$ cat src/csfs_cfg.svh
`ifndef CSFS_CFG_SVH
`define CSFS_CFG_SVH
// Number of output channels in the largest build.
`define CSFS_MAX_CH       4
// Status bit positions, shared by live, accumulated, mask and fault.
`define CSFS_BIT_CV       0
`define CSFS_BIT_POSCC    1
`define CSFS_BIT_NEGCC    2
`define CSFS_BIT_OV       3
`define CSFS_BIT_OT       4
`define CSFS_BIT_UNR      5
`define CSFS_BIT_OC       6
`define CSFS_BIT_CP       7
// Fault bits that a reprogramming command re-arms (CV, +CC, -CC, UNREGULATED_FLAG).
`define CSFS_REPROG_BITS  8'h0_027
// Serial poll summary bit positions.
`define CSFS_SP_FAU_LO    0
`define CSFS_SP_IDLE      4
`define CSFS_SP_ERR       5
`define CSFS_SP_RQS       6
`define CSFS_SP_PON       7
// Reset values.
`define CSFS_RST_BYTE     8'h0_000
`define CSFS_RST_SRQ_MODE 2'h0
// Request-enable setting bits: bit 0 faults, bit 1 errors.
`define CSFS_SRQ_FAULT    0
`define CSFS_SRQ_ERROR    1
`endif

$ cat src/csfs_pkg.sv
package csfs_pkg;
	// Host operations carried by a command strobe.
	typedef enum logic [3:0] {
		CSFS_OP_LIVE_Q   = 4'h0,
		CSFS_OP_ACC_Q    = 4'h1,
		CSFS_OP_MASK_Q   = 4'h2,
		CSFS_OP_MASK_W   = 4'h3,
		CSFS_OP_FAULT_Q  = 4'h4,
		CSFS_OP_REPROG   = 4'h5,
		CSFS_OP_SRQ_W    = 4'h6,
		CSFS_OP_SRQ_Q    = 4'h7,
		CSFS_OP_ERR_Q    = 4'h8,
		CSFS_OP_CLEAR    = 4'h9,
		CSFS_OP_SPOLL    = 4'hA
	} csfs_op_t;

	// One host command: strobe, operation, channel (0 = first) and data.
	typedef struct packed {
		logic       valid;
		csfs_op_t   op;
		logic [1:0] chan;
		logic [7:0] data;
	} csfs_cmd_t;

	// Answer to a query.
	typedef struct packed {
		logic       valid;
		logic [7:0] data;
	} csfs_rsp_t;
endpackage : csfs_pkg

$ cat src/csfs_status_core.sv
`timescale 1ns/1ps
`include "csfs_cfg.svh"
// Operation
// - Eight-bit channel status with fixed bit layout.
// - Range coupling set on auto switch, cleared on range kept.
// - Status from inputs only; mask from host only.
// - Accumulated status ORs; read reloads live status.
// - Mask and fault eight bits, status layout.
// - Fault set on unmasked status rising edge.
// - Fault set when mask rises over set status.
// - Fault read clears; steady bits stay clear.
// - Reprogramming commands re-arm CV, CC, UNREGULATED_FLAG faults.
// - Fault bits stay latched until read or clear command.
// - Channel fault summary is OR of fault.
// - Serial poll byte layout fixed.
// - Absent channel summary bits read zero.
// - Idle bit high when command processing done.
// - Error bit set on error, cleared by query.
// - Request bit set on request, cleared by poll.
// - Power-on bit cleared only by clear command.
// - Request raises bit, indicator and bus line.
// - Faults request service at setting 1 or 3.
// - Errors request service at setting 2 or 3.
// - Power-on and dropout set bit; optional request.
// - Request-enable setting takes values 0 to 3.
// - Serial poll never clears fault registers.
module csfs_status_core #(
	parameter int NUM_CHANNELS = `CSFS_MAX_CH
) (
	input  wire logic                           clk,
	input  wire logic                           rst_n,
	input  wire logic                           clkEn,
	input  wire logic [`CSFS_MAX_CH-1:0][6:0]   liveCond,
	input  wire logic [`CSFS_MAX_CH-1:0]        rangeAutoSwitch,
	input  wire logic [`CSFS_MAX_CH-1:0]        rangeKept,
	input  wire csfs_pkg::csfs_cmd_t            cmd,
	input  wire logic                           cmdBusy,
	input  wire logic                           errorDetect,
	input  wire logic                           lineDropout,
	input  wire logic                           ponSrqEnable,
	output csfs_pkg::csfs_rsp_t                 rsp,
	output logic [7:0]                          serialPollSummary,
	output logic                                srqOut,
	output logic                                srqIndicator,
	output logic                                errIndicator
);
	import csfs_pkg::*;

	// ************************************************************
	// Per-channel registers
	// ************************************************************

	logic [7:0] accStatus [`CSFS_MAX_CH];
	logic [7:0] faultMask [`CSFS_MAX_CH];
	logic [7:0] faultLatch [`CSFS_MAX_CH];
	logic [7:0] prevStatus [`CSFS_MAX_CH];
	logic [7:0] prevMask [`CSFS_MAX_CH];
	logic [`CSFS_MAX_CH-1:0] rangeCoupling;
	logic [7:0] liveStatus [`CSFS_MAX_CH];
	logic [7:0] next_acc [`CSFS_MAX_CH];
	logic [7:0] next_mask [`CSFS_MAX_CH];
	logic [7:0] next_fault [`CSFS_MAX_CH];
	logic [7:0] faultSet [`CSFS_MAX_CH];
	logic [`CSFS_MAX_CH-1:0] faultAny;
	logic [`CSFS_MAX_CH-1:0] chanPresent;

	// ************************************************************
	// Summary and request state
	// ************************************************************

	logic       powerup;
	logic       errFlag;
	logic       requestService;
	logic [1:0] srqMode;
	logic       srqCondPrev;
	logic       srqCond;
	logic [7:0] spByte;

	// Command decode.
	wire cmdGo      = cmd.valid;
	wire isAccQ     = cmdGo && (cmd.op == CSFS_OP_ACC_Q);
	wire isMaskW    = cmdGo && (cmd.op == CSFS_OP_MASK_W);
	wire isFaultQ   = cmdGo && (cmd.op == CSFS_OP_FAULT_Q);
	wire isReprog   = cmdGo && (cmd.op == CSFS_OP_REPROG);
	wire isSrqW     = cmdGo && (cmd.op == CSFS_OP_SRQ_W);
	wire isErrQ     = cmdGo && (cmd.op == CSFS_OP_ERR_Q);
	wire isClear    = cmdGo && (cmd.op == CSFS_OP_CLEAR);
	wire isSpoll    = cmdGo && (cmd.op == CSFS_OP_SPOLL);

	// Fault bits raised by a status edge, a mask edge or a reprogram.
	function automatic logic [7:0] calcFaultSet(
		input logic [7:0] status,
		input logic [7:0] oldStatus,
		input logic [7:0] mask,
		input logic [7:0] oldMask,
		input logic       reprog
	);
		logic [7:0] edgeBits;
		edgeBits = (status & ~oldStatus & mask)
			| (mask & ~oldMask & status);
		if (reprog) begin
			edgeBits = edgeBits | (status & mask & `CSFS_REPROG_BITS);
		end
		return edgeBits;
	endfunction : calcFaultSet

	// Next values for each channel's registers.
	genvar g;
	generate
		for (g = 0; g < `CSFS_MAX_CH; g++) begin : gChan
			wire sel = (cmd.chan == 2'(g));
			assign chanPresent[g] = (g < NUM_CHANNELS);
			// Live status is the condition inputs plus range coupling.
			assign liveStatus[g] = {rangeCoupling[g], liveCond[g]};
			assign faultSet[g] = calcFaultSet(liveStatus[g], prevStatus[g],
				faultMask[g], prevMask[g], isReprog && sel);
			assign next_acc[g] = (isAccQ && sel) ? liveStatus[g]
				: (accStatus[g] | liveStatus[g]);
			assign next_mask[g] = isClear ? `CSFS_RST_BYTE
				: ((isMaskW && sel) ? cmd.data : faultMask[g]);
			// A new fault in the read cycle survives the clear.
			assign next_fault[g] = (isClear ? `CSFS_RST_BYTE
				: ((isFaultQ && sel) ? `CSFS_RST_BYTE : faultLatch[g]))
				| faultSet[g];
			assign faultAny[g] = chanPresent[g] && (|faultLatch[g]);
		end
	endgenerate

	// Channel registers, frozen while the clock enable is low.
	always_ff @(posedge clk) begin
		if (!rst_n) begin
			for (int c = 0; c < `CSFS_MAX_CH; c++) begin
				accStatus[c]  <= `CSFS_RST_BYTE;
				faultMask[c]  <= `CSFS_RST_BYTE;
				faultLatch[c] <= `CSFS_RST_BYTE;
				prevStatus[c] <= `CSFS_RST_BYTE;
				prevMask[c]   <= `CSFS_RST_BYTE;
			end
		end else if (clkEn) begin
			for (int c = 0; c < `CSFS_MAX_CH; c++) begin
				accStatus[c]  <= next_acc[c];
				faultMask[c]  <= next_mask[c];
				faultLatch[c] <= next_fault[c];
				prevStatus[c] <= liveStatus[c];
				prevMask[c]   <= faultMask[c];
			end
		end
	end

	// Range coupling flag: an automatic switch sets it and wins.
	always_ff @(posedge clk) begin
		if (!rst_n) begin
			rangeCoupling <= '0;
		end else if (clkEn) begin
			rangeCoupling <= (rangeCoupling & ~rangeKept) | rangeAutoSwitch;
		end
	end

	// ************************************************************
	// Serial poll summary and service request
	// ************************************************************

	// Request condition from faults, errors and power-on.
	assign srqCond = ((|faultAny) && srqMode[`CSFS_SRQ_FAULT])
		| (errFlag && srqMode[`CSFS_SRQ_ERROR])
		| (powerup && ponSrqEnable);

	// Summary byte assembly.
	assign spByte = {powerup, requestService, errFlag, !cmdBusy,
		faultAny};

	// Power-on, error, request and mode state.
	always_ff @(posedge clk) begin
		if (!rst_n) begin
			powerup        <= 1'b1;
			errFlag        <= 1'b0;
			requestService <= 1'b0;
			srqMode        <= `CSFS_RST_SRQ_MODE;
			srqCondPrev    <= 1'b0;
		end else if (clkEn) begin
			powerup        <= (powerup && !isClear) || lineDropout;
			errFlag        <= (errFlag && !isErrQ) || errorDetect;
			requestService <= (requestService && !isSpoll)
				|| (srqCond && !srqCondPrev);
			srqCondPrev    <= srqCond;
			if (isClear) begin
				srqMode <= `CSFS_RST_SRQ_MODE;
			end else if (isSrqW) begin
				srqMode <= cmd.data[1:0];
			end
		end
	end

	// Query answers, one cycle after the command.
	logic [7:0] rspSel;
	always_comb begin
		rspSel = `CSFS_RST_BYTE;
		case (cmd.op)
			CSFS_OP_LIVE_Q:  rspSel = liveStatus[cmd.chan];
			CSFS_OP_ACC_Q:   rspSel = accStatus[cmd.chan] | liveStatus[cmd.chan];
			CSFS_OP_MASK_Q:  rspSel = faultMask[cmd.chan];
			CSFS_OP_FAULT_Q: rspSel = faultLatch[cmd.chan];
			CSFS_OP_SRQ_Q:   rspSel = {6'h0_0, srqMode};
			CSFS_OP_ERR_Q:   rspSel = {7'h0_0, errFlag};
			CSFS_OP_SPOLL:   rspSel = spByte;
			default:         rspSel = `CSFS_RST_BYTE;
		endcase
	end

	wire isQuery = cmdGo && !isMaskW && !isReprog && !isSrqW && !isClear;

	// Answer register.
	always_ff @(posedge clk) begin
		if (!rst_n) begin
			rsp <= '0;
		end else if (clkEn) begin
			rsp.valid <= isQuery;
			rsp.data  <= isQuery ? rspSel : rsp.data;
		end
	end

	// Outputs to the bus and front panel.
	assign serialPollSummary = spByte;
	assign srqOut            = requestService;
	assign srqIndicator      = requestService;
	assign errIndicator      = errFlag;

	// ************************************************************
	// Checks
	// ************************************************************

	chk_fault_rise_set: assert property (@(posedge clk) disable iff (!rst_n)
		clkEn && !isClear && (|(liveStatus[0] & ~prevStatus[0] & faultMask[0]))
		|=> ((faultLatch[0] & $past(liveStatus[0] & ~prevStatus[0] & faultMask[0]))
			== $past(liveStatus[0] & ~prevStatus[0] & faultMask[0])))
		else $error("Unmasked status rise did not latch a fault.");

	chk_fault_read_clr: assert property (@(posedge clk) disable iff (!rst_n)
		clkEn && isFaultQ && cmd.chan == 2'h0 && faultSet[0] == 8'h0_0
		|=> faultLatch[0] == 8'h0_0)
		else $error("Fault read did not clear the fault register.");

	chk_fault_holds: assert property (@(posedge clk) disable iff (!rst_n)
		clkEn && !isClear && !(isFaultQ && cmd.chan == 2'h0)
		|=> (faultLatch[0] & $past(faultLatch[0])) == $past(faultLatch[0]))
		else $error("Fault bit dropped without a read.");

	chk_spoll_keeps: assert property (@(posedge clk) disable iff (!rst_n)
		clkEn && isSpoll |=> faultLatch[1] == ($past(faultLatch[1]) | $past(faultSet[1])))
		else $error("Serial poll altered a fault register.");

	chk_fau_summary: assert property (@(posedge clk) disable iff (!rst_n)
		spByte[0] == (|faultLatch[0]))
		else $error("Channel summary bit disagrees with fault register.");

	chk_absent_zero: assert property (@(posedge clk) disable iff (!rst_n)
		NUM_CHANNELS < 4 |-> spByte[3] == 1'b0)
		else $error("Absent channel summary bit is set.");

	chk_err_clear: assert property (@(posedge clk) disable iff (!rst_n)
		clkEn && isErrQ && !errorDetect |=> !errFlag)
		else $error("Error query did not clear the error bit.");

	chk_rqs_raise: assert property (@(posedge clk) disable iff (!rst_n)
		clkEn && srqCond && !srqCondPrev |=> srqOut && srqIndicator)
		else $error("Service request not raised on a new condition.");

	chk_rqs_poll: assert property (@(posedge clk) disable iff (!rst_n)
		clkEn && isSpoll && !(srqCond && !srqCondPrev) |=> !requestService)
		else $error("Serial poll did not clear the request bit.");

	chk_pon_sticky: assert property (@(posedge clk) disable iff (!rst_n)
		powerup && !(clkEn && isClear) |=> powerup)
		else $error("Power-on bit cleared without a clear command.");

	chk_acc_reload: assert property (@(posedge clk) disable iff (!rst_n)
		clkEn && isAccQ && cmd.chan == 2'h0
		|=> accStatus[0] == $past(liveStatus[0]))
		else $error("Accumulated status did not reload.");

	chk_cp_set: assert property (@(posedge clk) disable iff (!rst_n)
		clkEn && rangeAutoSwitch[0] |=> rangeCoupling[0])
		else $error("Range coupling flag not set on automatic switch.");

	chk_fault_srq: assert property (@(posedge clk) disable iff (!rst_n)
		(|faultAny) && srqMode == 2'h0 && !errFlag && !powerup |-> !srqCond)
		else $error("Fault requested service with faults disabled.");

endmodule : csfs_status_core
$ cat config.mk
export PLATFORM = sky130hd
export DESIGN_NAME = csfs_status_core
export DESIGN_NICKNAME = d
export VERILOG_FILES = /design/src/csfs_pkg.sv /design/src/csfs_status_core.sv
export VERILOG_INCLUDE_DIRS = /design/src
export SDC_FILE = /design/constraint.sdc
export NUM_CORES = 1
export LEC_CHECK = 0
export BUFFER_PORTS_ARGS = -buffer_cell sky130_fd_sc_hd__clkbuf_2
export CAP_MARGIN = 10
export CORE_MARGIN = 4
export CORE_UTILIZATION = 55
export CTS_BUF_LIST = sky130_fd_sc_hd__clkbuf_16
export DETAILED_ROUTE_END_ITERATION = 6
export MAX_ROUTING_LAYER = met4
export PLACE_DENSITY = 0.8
export SKIP_CTS_REPAIR_TIMING = 1
export SLEW_MARGIN = 20
export SYNTH_ARGS = -nofsm -noshare
export SYNTH_HDL_FRONTEND = slang
export SYNTH_SLANG_ARGS = --single-unit
$ cat constraint.sdc
create_clock -name clk -period 5.18 [get_ports clk]
set_clock_uncertainty 0.05 [all_clocks]
set_input_delay 0.518 -clock clk [delete_from_list [all_inputs] [get_ports clk]]
set_output_delay 0.518 -clock clk [all_outputs]
set_load 0.1 [all_outputs]
# Yosys cells after proc, flatten, opt, wreduce, memory -nomap -nowiden
# Memories as Yosys holds them, arrays and structs flattened.
# Cells that the tools add are included.
# classes
addsub	0
n_mul	0
div	0
n_lt_le_gt_ge	1
n_eq_ne	13
shifts	0
n_mux	54
bitwise	71
reduce_logical	56
# ops
cell	n
$mux W8	46
$and A8 B8 Y8	16
$or A8 B8 Y8	13
$not A8 Y8	8
$pmux W8 S7	1
$logic_and A1 B1 Y1	35
$or A8 B6 Y8	4
$reduce_or A32 Y1	1
$reduce_or A8 Y1	4
$and A6 B6 Y6	4
$or A1 B1 Y1	22
$bmux W8 S2	1
$eq A4 B3 Y1 const B	4
$eq A4 B4 Y1 const B	3
$eq A4 B2 Y1 const B	2
$logic_not A1 Y1	8
$and A4 B4 Y4	1
$eq A2 B2 Y1 const B	2
$eq A4 B1 Y1 const B	1
$logic_not A4 Y1	1
$mux W1	4
$mux W2	2
$not A4 Y4	1
$or A4 B4 Y4	1
7 further kinds	10
# totals
reg_bits	19
latchBits	0
ram_bits	160
romBits	0
inputBits	58
elab_cells	208
memories	5
# mem_list
name	depth	width	rd	rd_ports_with_merged_regs	wr	line	source
accStatus	4	8	5	0	4	csfs_status_core.sv:53	logic [7:0] accStatus [`CSFS_MAX_CH];
faultLatch	4	8	5	0	4	csfs_status_core.sv:55	logic [7:0] faultLatch [`CSFS_MAX_CH];
faultMask	4	8	5	0	4	csfs_status_core.sv:54	logic [7:0] faultMask [`CSFS_MAX_CH];
prevMask	4	8	4	0	4	csfs_status_core.sv:57	logic [7:0] prevMask [`CSFS_MAX_CH];
prevStatus	4	8	4	0	4	csfs_status_core.sv:56	logic [7:0] prevStatus [`CSFS_MAX_CH];

# Logic depth before layout (Yosys ltp)
# An unclocked memory read counts as a cell.
# logic_depth
ltp_word	9
mapped_depth	8

# Least setup slack after synthesis
# OpenSTA, ideal clock, no wires.
# synth_path
kind	input to register
from	in clkEn
to	mem accStatus[0][0] (enable)
setup_time_ns	0.481
arrival_time_ns	3.616
slack_ns	1.034
path_stages	4
path_buffers	2
cell_sequence	clkbuf_1 > clkbuf_1 > nor2_1 > inv_1
# synth_lines
item	line	source
from (decl)	csfs_status_core.sv:32	input wire logic clkEn,
to (decl)	csfs_status_core.sv:53	

==> flow_metrics.tcl <==
set metrics [dict create \
    yosysSeqAreaShare_pct 62.4 \
    max_freq_ghz 0.352 \
    switching_share_pct 25.0 \
    ys.flop_type "edfxtp_1" \
    dp_hpwl_mm 15.4 \
    max-cap-violations 0 \
    reg2reg_depth 5 \
    hold_viol_final 0 \
    place.gp.congestion 0.910 \
    drive_above_1_share_pct 23.8 \
    dp_cells 828 \
    row_count 44 \
    ctsRootBufferMaster "clkbuf_16" \
    initial_core_util_pct 56.7 \
    path_max_fanout 34 \
    cts_buffer_depth 2 \
    first_iter_violations 1037 \
    die_h_um 131 \
    min_period_over_period_pct 54.9 \
    status "finished with violations" \
    cp.required_ns 5.43 \
    antenna_found_initial 0 \
    io_buffer_count 77 \
    grt_pass1_wl_mm 34.6 \
    path_clk_slew_ns 0.07 \
    hp-class "primary input to register" \
    min_from "lineDropout" \
    arrival_ns 3.09 \
    final_cell_count_no_fill 860 \
    p_leak_nw 3.83 \
    die_area_um2 17100 \
    cts_tree "done" \
    worst_slack_ns 2.34 \
    reg2reg_setup_slack_ns 2.97 \
    slew_headroom_pct 25.9 \
    worst_setup_path_end_kind "register" \
    via_count 6088 \
    reg2reg_to "srqIndicator$_SDFFE_PN0P_" \
    maxSlewViolCount 0 \
    grt_use_total_pct 28.6 \
    wl_per_cell_um 27.1 \
    syn2layout_area_growth_pct 13.2 \
    synth_cells 598 \
    violations "DRC" \
    power.total_mw 3.45 \
    whs_ns 0.241 \
    powerDensity_nw_per_um2 367 \
    path_class "primary input to register" \
    rsz0062_at_grt "no" \
    fin_area_um2 9400 \
    placed_area_um2 8800 \
    tns_ns 0 \
    worstMarginPinSlew_ns 1.11 \
    place_ws_ns 2.01 \
    syn_area_per_cell_um2 13.9 \
    cts.sink_count 179 \
    grt_max_degree 97 \
    switching_power_mw 0.861 \
    clkLatencyLatePin_ns 0.44 \
    numCtsBuffers 17 \
    p_comb_share_pct 10.7 \
    final_cell_mix "160 x edfxtp_1, 80 x and3_1, 77 x clkbuf_2" \
    fp.coreArea_um2 14600 \
    routed_wl_mm 23.3 \
    peakVddDrop_mv 0.257 \
    rr_startpoint "faultLatch[1][2]$_SDFFCE_PN0P_" \
    die_w_um 131 \
    min_period_ns 2.84 \
    grt_pass1_vias 5914 \
    syn_area_um2 8310 \
    holdPathEnd "powerup$_SDFFE_PN1P_" \
    antenna_cells 0 \
    p_int_mw 2.59 \
    routed_via_density 7.08 \
    drc_errors 5 \
    async_reset_ff_share_pct 0 \
    ys_seq_elements 179 \
    setup_viol 0 \
    cts_max_level 4 \
    final_common_cell "edfxtp_1" \
    cp-start-kind "primary input" \
    hold_path_depth 3 \
    synth_fp_nets 656 \
    dr.pass1.iters 7 \
    finish.utilization_pct 64.2 \
    final_nets 721 \
    grt-ovfl-total 0 \
    ant_nets 0 \
    seq_power_share_pct 51.7 \
    power_frac_clock_pct 37.6 \
    synth-edff-count 160 \
    yosys_warnings 0 \
    pin_count 78 \
    yosysUniqueCellTypes 49 \
]
==> critical path, stage by stage <==
cell      delay [ns]
clkbuf_2        0.51
inv_1           0.19
nor2_1          0.79
nand2_2         0.19
nor2b_1         0.66
a32o_1          0.22
==> power by group through the flow <==
stage,Clock (mW),Sequential (mW),Combinational (mW)
after CTS,1.29,1.78,0.363
after global placement,0,1.80,0.350
after detailed placement,0,1.81,0.359
after global routing,1.36,1.79,0.389
final,1.30,1.78,0.370
after floorplan,0,1.79,0.246
==> registers in the layout (all words and copies together), names as in the netlist <==
| name | flops |
|---|---|
| srqCondPrev | 1 |
| prevStatus | 32 |
| rangeCoupling | 4 |
| faultLatch | 32 |
| prevMask | 32 |
| srqMode | 2 |
| faultMask | 32 |
| errIndicator | 1 |
| rsp | 9 |
| srqIndicator | 1 |
| powerup | 1 |
| accStatus | 32 |
==> routing by layer <==
layer / up-vias / share of wire (%) / GRT usage (%)
met2: 443 / 47 / 43.7
met3: 82 / 11 / 6.75
li1: 2569 / - / -
met1: 2994 / 37 / 36.2
met4: 0 / 5.0 / 14.3
met5: - / 0 / -
==> logic make-up (layout without fill, tap and decap cells) <==
group / count (synthesis) / count (layout) / share of synthesized area (%)
AOI/OAI and AO/OA: 134 / 134 / 12.8
buffers and inverters: 48 / 126 / 2.86
DFF: 179 / 179 / 62.4
muxes: 32 / 32 / 8.52
and+or+nand+nor: 205 / 205 / 13.4
==> worst max path at each step <==
stage	start	endpoint	slack (ns)	depth (start not counted)
3_3_place_gp	cmd[9]	faultMask[2][4]$_DFFE_PP_	2.04	5
5_1_grt	cmd[9]	faultMask[2][1]$_DFFE_PP_	2.26	5
2_1_floorplan	clkEn	accStatus[0][0]$_SDFFCE_PN0P_	1.03	4
3_5_place_dp	clkEn	accStatus[0][0]$_SDFFCE_PN0P_	2.01	4
6_report	clkEn	faultLatch[3][4]$_SDFFCE_PN0P_	2.34	6
4_1_cts	clkEn	faultLatch[2][1]$_SDFFCE_PN0P_	2.44	4
==> final cells by class <==
type                            count  area [µm²]
Clock buffer                       17         425
Clock inverter                     15         164
Fill cell                        1058        5240
Inverter                            5        21.3
Multi-Input combinational cell    371        2900
Sequential cell                   179        5180
Tap cell                          184         230
Timing Repair Buffer               89         479
==> synthesized netlist by cell type (5+ instances only) <==
cell / count / area share (%)
and3_1: 80 / 6.0
mux4_2: 31 / 8.4
buf_4: 9 / 0.81
a22oi_1: 6 / 0.54
nand3_1: 26 / 1.6
buf_2: 7 / 0.42
a21o_1: 33 / 3.0
nor4_1: 10 / 0.75
a31oi_1: 5 / 0.38
a221oi_1: 13 / 1.4
a21oi_1: 19 / 1.1
edfxtp_1: 160 / 58
dfxtp_1: 19 / 4.6
nand2_1: 49 / 2.2
clkbuf_1: 23 / 1.0
o21a_1: 6 / 0.54
a32o_1: 30 / 3.6
a222oi_1: 6 / 0.72
nor2_1: 16 / 0.72
Power figures use the tool's default switching activity.
